### src/inc/srcs_consts.svh
/*
  timing counts, register offsets and field positions of the reset and
  clock sequencer. assumes a 40 mhz clk that stands for the reference clock.
*/
`ifndef SRCS_CONSTS_SVH
`define SRCS_CONSTS_SVH
`define SRCS_BUS_DIV 3'd4
`define SRCS_STAB_CYCLES 13'd4096
`define SRCS_FETCH_CYCLES 13'd64
`define SRCS_SHORT_STOP_CYCLES 13'd32
`define SRCS_LONG_STOP_CYCLES 13'd4096
`define SRCS_WDOG_TOP 8'hff
`define SRCS_VEC_USER 16'hfffe
`define SRCS_VEC_MON 16'hfefe
`define SRCS_SERVICE_ADDR 16'hffff
`define SRCS_ERASED 8'hff
`define SRCS_OFF_CAUSE 32'h0000_0000
`define SRCS_OFF_CONFIG 32'h0000_0004
`define SRCS_OFF_STATUS 32'h0000_0008
`define SRCS_OFF_SERVICE 32'h0000_000c
`define SRCS_CFG_STOP_EN 0
`define SRCS_CFG_SHORT_REC 1
`define SRCS_CFG_LV_PWRD 2
`define SRCS_CFG_LV_RSTD 3
`define SRCS_CFG_RESET 4'h1
`define SRCS_NIRQ 8
`endif

### src/inc/srcs_pkg.sv
/*
  types of the reset and clock sequencer.
  assumes srcs_consts.svh is on the include path.
*/
package srcs_pkg;
  typedef enum logic [2:0] {
    SEQ_STAB = 3'b000,
    SEQ_FETCH = 3'b001,
    SEQ_RUN = 3'b010,
    SEQ_STOP = 3'b011,
    SEQ_STOPREC = 3'b100,
    SEQ_LVHOLD = 3'b101
  } srcs_seq_e;
  typedef struct packed {
    logic low_voltage_detect;
    logic erased_vector_monitor_reset;
    logic illegal_address_flag;
    logic illegal_opcode_flag;
    logic wdog;
    logic por;
  } srcs_cause_s;
endpackage

### src/rtl/srcs_sequencer.sv
/*
  reset and clock sequencer: bus clock enables, reset sources and release,
  cause register, watchdog, stop recovery, interrupt latch and arbiter.
  assumes one ahb-lite master, cpu status strobes synchronous to clk, and a
  power-on reset on resetn.
*/
// Operation
// RULE1: bus clock enable pulses every fourth reference cycle in user mode.
// RULE2: after power-on or low voltage, hold clocks and reset 4096 cycles.
// RULE3: wait 64 more cycles, then release cpu and memories from reset.
// RULE4: on stop exit, count reference cycles, clocks off until delay ends.
// RULE5: wait mode stops cpu clock; peripherals follow their own settings. Here periph_clk_en always equals bus_clk_en.
// RULE6: any internal reset asserts reset, vector fffe or fefe in monitor.
// RULE7: internal reset returns every register and module to default.
// RULE8: each internal reset clears the counter and sets its cause flag.
// RULE9: watchdog reset input is accepted asynchronously to the bus clock.
// RULE10: power-on asserts reset, enables clock output, sets only power flag.
// RULE11: watchdog overflow resets the chip and sets the watchdog flag.
// RULE12: any write to ffff clears watchdog and counter stages 12 to 5.
// RULE13: 12-bit counter on falling reference edge; overflow clocks watchdog. Here it counts on the rising clk edge.
// RULE14: watchdog disabled only by test voltage on irq pin in monitor mode.
// RULE15: illegal instruction sets illegal opcode flag and resets the chip.
// RULE16: stop with stop enable 0 is an illegal opcode reset.
// RULE17: only opcode fetch from unmapped address resets, data access not.
// RULE18: erased reset vector fetch resets and forces monitor mode.
// RULE19: enabled low voltage sets flag, holds reset, then 4096 plus 64.
// RULE20: stop clears counter; wake waits 32 if short recovery, else 4096.
// RULE21: after any reset recovery the counter runs freely.
// RULE22: interrupts latched, fixed priority; kept until serviced or unmasked.
// RULE23: reading the cause register clears its flags.
`timescale 1ns/1ps
`include "srcs_consts.svh"
module srcs_sequencer (
  input wire logic clk,
  input wire logic resetn,
  input wire logic hsel,
  input wire logic [31:0] haddr,
  input wire logic [1:0] htrans,
  input wire logic hwrite,
  input wire logic [2:0] hsize,
  input wire logic [31:0] hwdata,
  input wire logic hready,
  output logic hreadyout,
  output logic hresp,
  output logic [31:0] hrdata,
  input wire logic wdog_reset_in,
  input wire logic lv_trip,
  input wire logic illegal_op,
  input wire logic stop_exec,
  input wire logic wait_exec,
  input wire logic opcode_fetch,
  input wire logic unmapped_access,
  input wire logic vector_fetch,
  input wire logic [7:0] vector_data,
  input wire logic cpu_write,
  input wire logic [15:0] cpu_addr,
  input wire logic monitor_mode,
  input wire logic test_high_voltage,
  input wire logic wake_irq,
  input wire logic [`SRCS_NIRQ-1:0] irq_req,
  input wire logic i_mask,
  input wire logic irq_serviced,
  output logic internal_reset,
  output logic cpu_reset,
  output logic clockgen_output,
  output logic bus_clk_en,
  output logic cpu_clk_en,
  output logic periph_clk_en,
  output logic [15:0] reset_vector,
  output logic force_monitor,
  output logic irq_pending,
  output logic [2:0] irq_vector
);
  srcs_pkg::srcs_seq_e seq;
  srcs_pkg::srcs_cause_s cause;
  logic [11:0] seq_cnt;
  logic [12:0] phase_cnt;
  logic [12:0] stop_len;
  logic [1:0] div_cnt;
  logic [3:0] cfg;
  logic [7:0] wdog_cnt;
  logic wdog_s1;
  logic wdog_s2;
  logic waiting;
  logic ph_valid;
  logic ph_write;
  logic [31:0] ph_addr;
  logic src_wdog;
  logic src_opcode;
  logic src_fetch;
  logic src_men;
  logic src_lowv;
  logic any_src;
  logic wdog_disable;
  logic service;
  logic cnt_ovf;
  logic cause_read;
  logic irq_latched;
  logic [2:0] next_irq;
  logic [11:0] next_cnt;

  // the counter advances on the falling edge in silicon; here it counts
  // once per clk, which is the same count of reference cycles
  assign cnt_ovf = (seq_cnt == 12'hfff);

  // the watchdog can be masked only by this gate, never by a register
  assign wdog_disable = monitor_mode & test_high_voltage; // RULE14

  // second synchroniser flop is the only reader of the first
  always_ff @(posedge clk or negedge resetn) begin // RULE9
    if (!resetn) begin
      wdog_s1 <= 1'b0;
      wdog_s2 <= 1'b0;
    end else begin
      wdog_s1 <= wdog_reset_in;
      wdog_s2 <= wdog_s1;
    end
  end

  assign src_wdog = !wdog_disable &&
    (wdog_s2 || (cnt_ovf && wdog_cnt == `SRCS_WDOG_TOP)); // RULE11
  assign src_opcode = illegal_op ||
    (stop_exec && !cfg[`SRCS_CFG_STOP_EN]); // RULE15 RULE16
  assign src_fetch = opcode_fetch && unmapped_access; // RULE17
  assign src_men = vector_fetch && vector_data == `SRCS_ERASED; // RULE18
  assign src_lowv = lv_trip && !cfg[`SRCS_CFG_LV_PWRD] &&
    !cfg[`SRCS_CFG_LV_RSTD]; // RULE19
  assign any_src = src_wdog | src_opcode | src_fetch | src_men | src_lowv;

  assign service = cpu_write && cpu_addr == `SRCS_SERVICE_ADDR; // RULE12

  // ahb-lite slave, zero wait states, always okay
  assign hreadyout = 1'b1;
  assign hresp = 1'b0;

  always_ff @(posedge clk or negedge resetn) begin
    if (!resetn) begin
      ph_valid <= 1'b0;
      ph_write <= 1'b0;
      ph_addr <= 32'h0000_0000;
    end else if (hready) begin
      ph_valid <= hsel && htrans[1] && hsize == 3'h2;
      ph_write <= hwrite;
      ph_addr <= haddr;
    end
  end

  assign cause_read = hsel && htrans[1] && !hwrite && hready &&
    haddr == `SRCS_OFF_CAUSE;

  always_ff @(posedge clk or negedge resetn) begin
    if (!resetn) begin
      hrdata <= 32'h0000_0000;
    end else if (hsel && htrans[1] && !hwrite && hready) begin
      case (haddr)
        `SRCS_OFF_CAUSE: hrdata <= {26'h0, cause};
        `SRCS_OFF_CONFIG: hrdata <= {28'h0, cfg};
        `SRCS_OFF_STATUS: hrdata <= {17'h0, seq, wdog_cnt, seq_cnt[11:8]};
        default: hrdata <= 32'h0000_0000;
      endcase
    end
  end

  // config goes back to its default under every internal reset, so a
  // write that lands while the chip is held in reset is lost; software
  // must set it again once the cpu runs
  always_ff @(posedge clk or negedge resetn) begin
    if (!resetn) begin
      cfg <= `SRCS_CFG_RESET;
    end else if (internal_reset) begin
      cfg <= `SRCS_CFG_RESET; // RULE7
    end else if (ph_valid && ph_write && ph_addr == `SRCS_OFF_CONFIG) begin
      cfg <= hwdata[3:0];
    end
  end

  // a source event wins over a clearing read in the same cycle
  always_ff @(posedge clk or negedge resetn) begin
    if (!resetn) begin
      cause <= 6'b000001; // RULE10
    end else if (any_src) begin // RULE8
      cause <= {src_lowv, src_men, src_fetch, src_opcode, src_wdog, 1'b0};
    end else if (cause_read) begin
      cause <= 6'b000000; // RULE23
    end
  end

  // sequencer and phase timer
  always_ff @(posedge clk or negedge resetn) begin
    if (!resetn) begin
      seq <= srcs_pkg::SEQ_STAB;
      phase_cnt <= 13'h0;
      stop_len <= `SRCS_LONG_STOP_CYCLES;
    end else if (src_lowv) begin
      seq <= srcs_pkg::SEQ_LVHOLD; // RULE19
      phase_cnt <= 13'h0;
    end else if (any_src && seq != srcs_pkg::SEQ_STOP) begin
      seq <= srcs_pkg::SEQ_STAB; // RULE6
      phase_cnt <= 13'h0;
    end else begin
      case (seq)
        srcs_pkg::SEQ_LVHOLD: begin
          seq <= srcs_pkg::SEQ_STAB;
          phase_cnt <= 13'h0;
        end
        srcs_pkg::SEQ_STAB: begin // RULE2
          if (phase_cnt == `SRCS_STAB_CYCLES - 13'd1) begin
            seq <= srcs_pkg::SEQ_FETCH;
            phase_cnt <= 13'h0;
          end else begin
            phase_cnt <= phase_cnt + 13'd1;
          end
        end
        srcs_pkg::SEQ_FETCH: begin // RULE3
          if (phase_cnt == `SRCS_FETCH_CYCLES - 13'd1) begin
            seq <= srcs_pkg::SEQ_RUN;
            phase_cnt <= 13'h0;
          end else begin
            phase_cnt <= phase_cnt + 13'd1;
          end
        end
        srcs_pkg::SEQ_RUN: begin
          if (stop_exec) begin
            seq <= srcs_pkg::SEQ_STOP;
          end
        end
        srcs_pkg::SEQ_STOP: begin // RULE20
          phase_cnt <= 13'h0;
          if (any_src) begin
            seq <= srcs_pkg::SEQ_STOPREC;
            stop_len <= `SRCS_LONG_STOP_CYCLES;
          end else if (wake_irq) begin
            seq <= srcs_pkg::SEQ_STOPREC;
            stop_len <= cfg[`SRCS_CFG_SHORT_REC] ? `SRCS_SHORT_STOP_CYCLES :
              `SRCS_LONG_STOP_CYCLES;
          end
        end
        srcs_pkg::SEQ_STOPREC: begin // RULE4
          if (phase_cnt == stop_len - 13'd1) begin
            seq <= (cause != 6'h0 && stop_len == `SRCS_LONG_STOP_CYCLES &&
              !wake_irq) ? srcs_pkg::SEQ_FETCH : srcs_pkg::SEQ_RUN;
            phase_cnt <= 13'h0;
          end else begin
            phase_cnt <= phase_cnt + 13'd1;
          end
        end
        default: seq <= srcs_pkg::SEQ_STAB;
      endcase
    end
  end

  // free-running counter, cleared in stop, partly cleared by service
  always_comb begin
    next_cnt = seq_cnt + 12'h001; // RULE21
    if (any_src || seq == srcs_pkg::SEQ_STOP || stop_exec) begin
      next_cnt = 12'h000; // RULE8 RULE20
    end else if (service) begin
      next_cnt = {8'h00, seq_cnt[3:0]}; // RULE12
    end
  end

  always_ff @(posedge clk or negedge resetn) begin // RULE13
    if (!resetn) begin
      seq_cnt <= 12'h000;
    end else begin
      seq_cnt <= next_cnt;
    end
  end

  always_ff @(posedge clk or negedge resetn) begin
    if (!resetn) begin
      wdog_cnt <= 8'h00;
    end else if (any_src || service) begin
      wdog_cnt <= 8'h00; // RULE12
    end else if (cnt_ovf && seq == srcs_pkg::SEQ_RUN) begin
      wdog_cnt <= wdog_cnt + 8'h01; // RULE13
    end
  end

  always_ff @(posedge clk or negedge resetn) begin
    if (!resetn) begin
      div_cnt <= 2'h0;
    end else if (seq != srcs_pkg::SEQ_RUN) begin
      div_cnt <= 2'h0;
    end else begin
      div_cnt <= div_cnt + 2'h1; // RULE1
    end
  end

  // wait ends only on a latched interrupt or a reset source
  always_ff @(posedge clk or negedge resetn) begin
    if (!resetn) begin
      waiting <= 1'b0;
    end else if (any_src || irq_pending) begin
      waiting <= 1'b0;
    end else if (wait_exec) begin
      waiting <= 1'b1;
    end
  end

  // erased-vector reset sticks into monitor mode until power-on
  always_ff @(posedge clk or negedge resetn) begin
    if (!resetn) begin
      force_monitor <= 1'b0;
    end else if (src_men) begin
      force_monitor <= 1'b1; // RULE18
    end
  end

  assign bus_clk_en = seq == srcs_pkg::SEQ_RUN &&
    {1'b0, div_cnt} == `SRCS_BUS_DIV - 3'd1; // RULE1
  assign cpu_clk_en = bus_clk_en && !waiting; // RULE5
  assign periph_clk_en = bus_clk_en; // RULE5
  assign clockgen_output = seq != srcs_pkg::SEQ_STOP; // RULE10
  assign internal_reset = seq == srcs_pkg::SEQ_STAB ||
    seq == srcs_pkg::SEQ_LVHOLD; // RULE7
  assign cpu_reset = internal_reset || seq == srcs_pkg::SEQ_FETCH; // RULE3
  assign reset_vector = (monitor_mode || force_monitor) ?
    `SRCS_VEC_MON : `SRCS_VEC_USER; // RULE6

  // fixed priority, lowest index first; latched choice kept
  always_comb begin
    next_irq = 3'h0;
    for (int i = `SRCS_NIRQ - 1; i >= 0; i--) begin
      if (irq_req[i]) begin
        next_irq = i[2:0];
      end
    end
  end

  always_ff @(posedge clk or negedge resetn) begin // RULE22
    if (!resetn) begin
      irq_latched <= 1'b0;
      irq_vector <= 3'h0;
    end else if (internal_reset || irq_serviced || !i_mask) begin
      irq_latched <= 1'b0;
    end else if (!irq_latched && irq_req != 8'h00 && i_mask) begin
      irq_latched <= 1'b1;
      irq_vector <= next_irq;
    end
  end

  assign irq_pending = irq_latched;
endmodule
### config.mk
export PLATFORM = sky130hd
export DESIGN_NAME = srcs_sequencer
export DESIGN_NICKNAME = d
export VERILOG_FILES = /design/src/inc/srcs_pkg.sv /design/src/rtl/srcs_sequencer.sv
export VERILOG_INCLUDE_DIRS = /design/src /design/src/inc
export SDC_FILE = /design/constraint.sdc
export NUM_CORES = 1
export LEC_CHECK = 0
export BUFFER_PORTS_ARGS = -buffer_cell sky130_fd_sc_hd__buf_2
export CORE_UTILIZATION = 45
export DETAILED_ROUTE_END_ITERATION = 10
export PLACE_DENSITY = 0.79
export SLEW_MARGIN = 20
export SYNTH_ARGS = -nofsm -noshare
export SYNTH_HDL_FRONTEND = slang
export SYNTH_SLANG_ARGS = --single-unit
### constraint.sdc
create_clock -name clk -period 2.7 [get_ports clk]
set_clock_uncertainty 0.1 [all_clocks]
set_input_delay 0.135 -clock clk [delete_from_list [all_inputs] [get_ports clk]]
set_output_delay 0.135 -clock clk [all_outputs]
set_load 0.03 [all_outputs]
==> flow_summary.json, run 1 <==
{
  "r2r_start": "seq_cnt[0]",
  "grt_overflow_total": 0,
  "clock_path_buffers": 2,
  "worstMarginPinSlew_ns": 0.7258,
  "avgSynthCellArea_um2": 10.60,
  "die_h_um": 112.5,
  "diodes": 0,
  "grt_setup_unrepaired": "false",
  "synthArstFlopShare_pct": 100.0,
  "path_class": "flop to flop",
  "dpl.hpwl_um": 9593,
  "fill_cells": 987,
  "wl_per_cell_um": 16.21,
  "clk_latency_ns": 0.36,
  "cts_tree": "yes",
  "peakVddDrop_mv": 0.3585,
  "start_kind": "flop",
  "ys_types": 69,
  "cts-hold-fix-buffers": 47,
  "gp_congestion": 0.8409,
  "synth_area_um2": 5499,
  "fin_area_um2": 6957,
  "fp-row-count": 40,
  "p_leak_nw": 3.236,
  "ff2ff_path_depth": 7,
  "grt_use_met2_pct": 38.07,
  "grt_use_met3_pct": 3.618,
  "htree_num_levels": 3,
  "final_cell_mix": "buf_2, dfrtp_1, nor2_1",
  "viasPerCell": 5.573,
  "hold_viol": 0,
  "setup_viol": 0,
  "layout_commonest_cell": "buf_2",
  "synth_edf_count": 0,
  "nNetsFinal": 817,
  "post-route-drc-count": 0,
  "status": "complete, no violations",
  "io_pins": 181,
  "p_per_area_nw_per_um2": 513.1,
  "core_area_um2": 11960,
  "min_path_type": "input port to flop",
  "period_minus_slack_ns": 2.534,
  "drive_gt1_share_pct": 29.12,
  "total_power_mw": 3.569,
  "synth_ff_type": "dfrtp_1",
  "grt_pass1_vias": 4696,
  "reg2reg_to": "phase_cnt[1]",
  "end_kind": "flop",
  "reg2reg_slack_ns": 0.17,
  "fp.dieArea_um2": 12670,
  "syn_inst": 519,
  "drtPass1Iterations": 5,
  "period_share_pct": 93.84,
  "cts_sinks": 107,
  "clk_pin_slew_ns": 0.07,
  "wirelength_um": 13680,
  "worstPathArrival_ns": 2.67,
  "grtUsageMet1_pct": 28.60,
  "cap_violations": 0,
  "busiest_layer": "met2",
  "min_from": "wake_irq",
  "die_w_um": 112.5,
  "placed_cell_area_um2": 6191,
  "slew-limit-headroom_pct": 50.93,
  "yosysWarnings": 0,
  "postRouteAntennaNets": 0,
  "ys_ff_latch": 107,
  "cts_root_buf": "clkbuf_16",
  "cts_buffers": 9,
  "crit_required_ns": 2.84,
  "area_delta_synth_final_pct": 26.51,
  "setup_tns_ns": 0,
  "worst-path-max-fanout": 8,
  "track_usage_pct": 22.65,
  "max_freq_ghz": 0.3947,
  "synth-seq-area-share_pct": 48.76,
  "cts.repair.resized": 0,
  "grt_start_max_net_pins": 55,
  "hold_end": "stop_len[12]",
  "grt_antenna_before_repair": 0,
  "initial_utilization_pct": 45.97,
  "drv_slew": 0,
  "dr_total_vias": 4704,
  "port_buffers": 117,
  "grt_pass1_wl_um": 22580,
  "postCtsSetupRepairBufs": 0,
  "drt_iter0_drc": 308,
  "holdPathStages": 3
}
## power by group
part           switching [mW]  leakage [nW]  internal (mW)
registers              0.0498          1.39           1.68
clock network           0.590         0.147          0.746
logic                   0.288          1.70          0.216
total                   0.928          3.24           2.64
## layout make-up
class	count	area [um2]	area share (%)
inverter	11	41.29	0.5935
tap	147	183.9	2.644
clock inverter	4	48.80	0.7014
timing repair buffer	180	1191	17.12
sequential	107	2681	38.54
multi-input combinational	383	2564	36.85
clock buffer	12	246.5	3.543
## through the flow
stage               instances  hold slack (ns)  setup WS (ns)  utilization, %
floorplan                 551          -0.2606         0.4597               -
global placement          781           0.1102         0.2404           51.76
detailed placement        781           0.1217         0.1759           51.76
CTS                       844          0.01547         0.1532           58.16
global route              844          0.03391       0.007206           58.16
finish                    844          0.02790         0.1663           58.16
## worst max path at each step
stage	from	to	slack (ns)	cells after the start
floorplan	seq_cnt[0]	cause[2]	0.46	7
detailed placement	seq_cnt[0]	phase_cnt[1]	0.18	7
CTS	seq_cnt[0]	phase_cnt[1]	0.15	7
global route	cfg[0]	phase_cnt[8]	0.007	7
finish	seq_cnt[0]	phase_cnt[1]	0.17	7
global placement	cfg[0]	phase_cnt[8]	0.24	7
## logic make-up after synthesis
| group | synth area share, % |
|---|---|
| AND/OR/NAND/NOR | 19.91 |
| XOR/XNOR | 3.345 |
| flip-flops | 48.76 |
| AO/OA/AOI/OAI | 10.85 |
| buffers and inverters | 6.803 |
| adder cells (fa/ha/maj) | 1.138 |
| multiplexers | 9.056 |
| other | 0.1366 |
## Yosys cell counts (2+ instances only)
| master | instances | area share, % |
|---|---|---|
| or3_1 | 7 | 0.80 |
| and3_1 | 7 | 0.80 |
| conb_1 | 2 | 0.14 |
| nand2_1 | 35 | 2.4 |
| inv_1 | 11 | 0.75 |
| nor2_1 | 48 | 3.3 |
| a21oi_1 | 9 | 0.82 |
| or2_2 | 3 | 0.34 |
| a32o_1 | 2 | 0.36 |
| o21a_1 | 2 | 0.27 |
| nor2b_1 | 4 | 0.45 |
| nand4b_1 | 3 | 0.48 |
| xor2_1 | 10 | 1.6 |
| a21o_1 | 2 | 0.27 |
| mux2i_1 | 7 | 1.3 |
| xnor2_1 | 11 | 1.8 |
| o21ai_0 | 16 | 1.5 |
| nand3b_1 | 2 | 0.27 |
| nand4_1 | 18 | 2.0 |
| buf_2 | 2 | 0.18 |
| nor3_1 | 11 | 1.0 |
| dfstp_2 | 3 | 1.4 |
| ha_1 | 5 | 1.1 |
| buf_4 | 38 | 5.2 |
| nor4_1 | 19 | 2.2 |
| nand3_1 | 19 | 1.7 |
| clkbuf_1 | 9 | 0.61 |
| a22oi_1 | 3 | 0.41 |
| nor4b_1 | 5 | 0.80 |
| o31ai_1 | 2 | 0.27 |
| nor3b_1 | 2 | 0.27 |
| and2_1 | 4 | 0.45 |
| mux2_2 | 38 | 7.8 |
| and4_1 | 2 | 0.32 |
| dfrtp_1 | 104 | 47 |
| a221o_1 | 3 | 0.55 |
| a22o_1 | 19 | 3.0 |
## critical path, stage by stage (launching register included)
cell     delay, ns
dfrtp_1       0.41
ha_1          0.25
nand4_1       0.21
or2_4         0.34
o41ai_4       0.50
nor3_2        0.20
buf_4         0.19
a32o_1        0.20
## registers in the layout, indices dropped and copies added (netlist names)
signal,count
ph_addr,32
ph_write,1
cfg,4
stop_len,2
seq_cnt,12
wdog_s2,1
force_monitor,1
phase_cnt,13
seq,3
div_cnt,2
irq_pending,1
hrdata,15
cause,6
ph_valid,1
waiting,1
wdog_cnt,8
irq_vector,3
wdog_s1,1
## per-layer routing
| layer | vias to the layer above | share of wire (%) |
|---|---|---|
| met5 | - | 0 |
| met4 | 0 | 2.5 |
| met3 | 24 | 5.2 |
| met2 | 171 | 50 |
| met1 | 2327 | 42 |
| li1 | 2182 | - |
(Power assumes the default switching activity.)
==> run 2, diff against run 1 <==
--- a/config.mk
+++ b/config.mk
@@ -9,6 +9,7 @@
 export BUFFER_PORTS_ARGS = -buffer_cell sky130_fd_sc_hd__buf_2
 export CORE_UTILIZATION = 45
 export DETAILED_ROUTE_END_ITERATION = 10
+export MAX_ROUTING_LAYER = met4
 export PLACE_DENSITY = 0.79
 export SLEW_MARGIN = 20
 export SYNTH_ARGS = -nofsm -noshare
==> flow_summary.json, run 2 (same netlist as run 1, synthesis figures left out) <==
{
  "wl_per_cell_um": 16.14,
  "cts_buffers": 9,
  "period_share_pct": 94.06,
  "fill_cells": 987,
  "total_power_mw": 3.571,
  "post-route-drc-count": 0,
  "ff2ff_path_depth": 7,
  "combPwrFrac_pct": 14.1,
  "start_kind": "flop",
  "hold_viol": 0,
  "die_w_um": 112.5,
  "slew-limit-headroom_pct": 50.88,
  "switching_power_uw": 929.7,
  "cts_tree": "yes",
  "die_h_um": 112.5,
  "htree_num_levels": 3,
  "max_freq_ghz": 0.3938,
  "drtPass1Iterations": 5,
  "drive_gt1_share_pct": 29.12,
  "layout_commonest_cell": "buf_2",
  "peakVddDrop_mv": 0.3586,
  "port_buffers": 117,
  "regMostFlops": "ph_addr",
  "cts-hold-fix-buffers": 47,
  "status": "complete, no violations",
  "grt_setup_unrepaired": "false",
  "clk_pin_slew_ns": 0.07,
  "grt_start_max_net_pins": 55,
  "grt_overflow_total": 0,
  "cap_violations": 0,
  "cts_sinks": 107,
  "grt_pass1_vias": 4678,
  "setup_tns_ns": 0,
  "end_kind": "flop",
  "path_class": "flop to flop",
  "cts.repair.resized": 0,
  "drv_slew": 0,
  "wirelength_um": 13620,
  "period_minus_slack_ns": 2.540,
  "postRouteAntennaNets": 0,
  "clock_path_buffers": 2,
  "p_per_area_nw_per_um2": 513.3,
  "holdPathStages": 3,
  "final_cell_mix": "buf_2, dfrtp_1, nor2_1",
  "initial_utilization_pct": 45.97,
  "pwr-share-seq_pct": 48.4,
  "p_leak_nw": 3.236,
  "clkPwrFrac_pct": 37.5,
  "switching_share_pct": 26.04,
  "diodes": 0,
  "drt_iter0_drc": 294,
  "track_usage_pct": 23.38,
  "cts_root_buf": "clkbuf_16",
  "clk_latency_ns": 0.36,
  "fp.dieArea_um2": 12670,
  "gp_congestion": 0.8540,
  "top_regs": "ph_addr: 32 flops, hrdata: 15 flops, phase_cnt: 13 flops",
  "viasPerCell": 5.547,
  "hold_slack_ns": 0.02594,
  "core_area_um2": 11960,
  "area_delta_synth_final_pct": 26.51,
  "internal_power_mw": 2.641,
  "grt_antenna_before_repair": 0,
  "min_path_type": "input port to flop",
  "grt_pass1_wl_um": 22600,
  "dpl.hpwl_um": 9593,
  "worstPathArrival_ns": 2.68,
  "io_pins": 181,
  "setup_viol": 0,
  "largest_register_ff_count": 32,
  "worstMarginPinSlew_ns": 0.7266,
  "dr_total_vias": 4682,
  "fp-row-count": 40,
  "nNetsFinal": 817,
  "crit_required_ns": 2.84,
  "postCtsSetupRepairBufs": 0,
  "worst-path-max-fanout": 8
}
## run 2: cell counts in the layout (fill, tap and decap cells not counted)
Identical to the previous run, type by type.
## run 2: area by class of cell
class	count	area, um2	area share, %
sequential	107	2681	38.54
clock buffer	12	246.5	3.543
multi-input combinational	383	2564	36.85
clock inverter	4	48.80	0.7014
tap	147	183.9	2.644
timing repair buffer	180	1191	17.12
inverter	11	41.29	0.5935
## run 2: power by group through the flow
stage	combinational (mW)	clock, mW	sequential (mW)
after floorplan	0.284	0	1.77
after global placement	0.431	0	1.75
after detailed placement	0.446	0	1.76
after CTS	0.499	1.37	1.73
after global routing	0.545	1.43	1.74
final	0.503	1.34	1.73
## run 2: worst paths after layout
kind                             from           end  slack (ns)
max reg2reg                seq_cnt[0]  phase_cnt[1]        0.16
min                          wake_irq  stop_len[12]        0.03
min reg2reg                   wdog_s1       wdog_s2        0.25
min in group asynchronous      resetn   wdog_cnt[2]        0.26
max in group asynchronous      resetn        cfg[0]        1.47
max                        seq_cnt[0]  phase_cnt[1]        0.16
## run 2: per-stage QoR
step / utilization [%] / setup slack (ns) / area (um2) / instances
2_1_floorplan: - / 0.4597 / 5619 / 551
3_3_place_gp: 51.76 / 0.2404 / 6191 / 781
3_5_place_dp: 51.76 / 0.1759 / 6191 / 781
4_1_cts: 58.16 / 0.1532 / 6957 / 844
5_1_grt: 58.16 / 0.01376 / 6957 / 844
6_report: 58.16 / 0.1605 / 6957 / 844
## run 2: per-layer routing
metal  share of wire (%)  global-route usage [%]
met5                   0                       -
met4                 2.3                   10.22
met3                 4.6                   3.564
met2                  51                   38.35
met1                  42                   28.74
## run 2: critical path, stage by stage, from the launching register on
cell     delay, ns
dfrtp_1       0.41
ha_1          0.25
nand4_1       0.22
or2_4         0.34
o41ai_4       0.50
nor3_2        0.20
buf_4         0.19
a32o_1        0.20
==> run 3, diff against run 2 <==
--- a/config.mk
+++ b/config.mk
@@ -7,10 +7,10 @@
 export NUM_CORES = 1
 export LEC_CHECK = 0
 export BUFFER_PORTS_ARGS = -buffer_cell sky130_fd_sc_hd__buf_2
-export CORE_UTILIZATION = 45
+export CORE_UTILIZATION = 35
 export DETAILED_ROUTE_END_ITERATION = 10
 export MAX_ROUTING_LAYER = met4
-export PLACE_DENSITY = 0.79
+export PLACE_DENSITY = 0.66
 export SLEW_MARGIN = 20
 export SYNTH_ARGS = -nofsm -noshare
 export SYNTH_HDL_FRONTEND = slang
==> flow_summary.json, run 3 (same netlist as run 1, synthesis figures left out) <==
{
  "status": "complete, no violations",
  "clock_path_buffers": 2,
  "worst-path-max-fanout": 8,
  "drive_gt1_share_pct": 29.51,
  "drt_iter0_drc": 258,
  "nNetsFinal": 818,
  "postRouteAntennaNets": 0,
  "setup_viol": 0,
  "p_leak_nw": 3.235,
  "initial_utilization_pct": 36.04,
  "dpl.hpwl_um": 10060,
  "path_class": "flop to flop",
  "cts_buffers": 9,
  "cap_violations": 0,
  "max_freq_ghz": 0.3913,
  "fp.dieArea_um2": 16220,
  "worstPathArrival_ns": 2.74,
  "cts_sinks": 107,
  "io_pins": 181,
  "core_area_um2": 15260,
  "post-route-drc-count": 0,
  "grt_start_max_net_pins": 44,
  "fp-row-count": 45,
  "grt_pass1_wl_um": 22650,
  "start_kind": "flop",
  "layout_commonest_cell": "buf_2",
  "diodes": 0,
  "min_path_type": "input port to flop",
  "wirelength_um": 13720,
  "top_regs": "ph_addr: 32 flops, hrdata: 15 flops, phase_cnt: 13 flops",
  "clk_latency_ns": 0.36,
  "drtPass1Iterations": 4,
  "end_kind": "flop",
  "final-seq-area_um2": 2681,
  "port_buffers": 117,
  "clk_pin_slew_ns": 0.07,
  "slew-limit-headroom_pct": 56.52,
  "dr_total_vias": 4561,
  "period_minus_slack_ns": 2.556,
  "cts_tree": "yes",
  "area_delta_synth_final_pct": 28.05,
  "grt_pass1_vias": 4599,
  "hold_viol": 0,
  "drv_slew": 0,
  "track_usage_pct": 18.40,
  "final_cell_mix": "buf_2, dfrtp_1, nor2_1",
  "setup_tns_ns": 0,
  "regMostFlops": "ph_addr",
  "crit_required_ns": 2.88,
  "fill_cells": 1426,
  "gp_congestion": 0.8431,
  "peakVddDrop_mv": 0.3104,
  "largest_register_ff_count": 32,
  "period_share_pct": 94.65,
  "multiInputGateArea_um2": 2564,
  "viasPerCell": 5.018,
  "cts_root_buf": "clkbuf_16",
  "htree_num_levels": 3,
  "cts.repair.resized": 0,
  "worstMarginPinSlew_ns": 0.6431,
  "wl_per_cell_um": 15.09,
  "grt_overflow_total": 0,
  "finalCoreUtilization_pct": 46.15,
  "die_h_um": 127.3,
  "p_per_area_nw_per_um2": 502.8,
  "grt_setup_unrepaired": "false",
  "grt_antenna_before_repair": 0,
  "die_w_um": 127.3
}
[run 3: cell types whose count changed in the layout (fill, tap and decap cells not counted)]
cell / delta
clkinv_4: +2
clkbuf_1: -2
buf_4: +1
clkinv_2: -2
clkbuf_8: -1
inv_8: +3
clkinvlp_4: +1
bufinv_16: -1
[run 3: area by class of cell]
class | instances | area share, %
clock buffers | 9 | 3.198
clock inverters | 7 | 0.9595
inverters | 11 | 0.5864
multi-input cells | 383 | 36.41
flip-flops and latches | 107 | 38.08
well taps | 211 | 3.749
repair buffers | 181 | 17.02
[run 3: final timing paths]
path,endpoint,slack (ns),cells past startpoint,startpoint
min reg2reg,wdog_s2,0.25,0,wdog_s1
min,irq_vector[0],0.02,3,irq_req[1]
max,phase_cnt[8],0.14,7,cfg[0]
min in group asynchronous,hrdata[7],0.19,2,resetn
max in group asynchronous,cfg[0],1.63,3,resetn
max reg2reg,phase_cnt[8],0.14,7,cfg[0]
[run 3: timing repair]
action | CTS | global route
hold buffers | 47 | 0
setup endpoints to repair | 0 | 1
endpoints found under the hold margin | 79 | 0
setup buffers | 0 | 2
[run 3: where the power goes]
part | internal [mW] | switching, mW
combinational | 0.216 | 0.281
sequential | 1.68 | 0.0533
clock | 0.653 | 0.660
[run 3: critical path, cell delays in order (launching register included)]
cell     delay [ns]
dfstp_2        0.54
inv_1          0.07
a221o_1        0.37
or3_1          0.47
nor3_2         0.53
buf_4          0.22
a21oi_1        0.04
mux2i_1        0.14
[run 3: routing by layer]
layer  vias to the layer above  GRT usage [%]  share of wire, %
met5                         -              -                 0
li1                       2185              -                 -
met4                         0          7.143               2.0
met1                      2204          23.71                45
met2                       149          28.70                47
met3                        23          3.476               6.2
[run 3: stage by stage]
stage	power (mW)	hold WS [ns]	std cells	instance area, um2	setup WS [ns]
floorplan	2.050	-0.2606	551	5619	0.4597
detailed placement	2.203	0.05059	844	6264	0.1506
CTS	3.567	0.008577	907	7027	0.1229
finish	3.541	0.01776	909	7042	0.1443
global placement	2.187	0.04193	844	6264	0.2232
global route	3.686	0.05943	909	7042	0.0003242
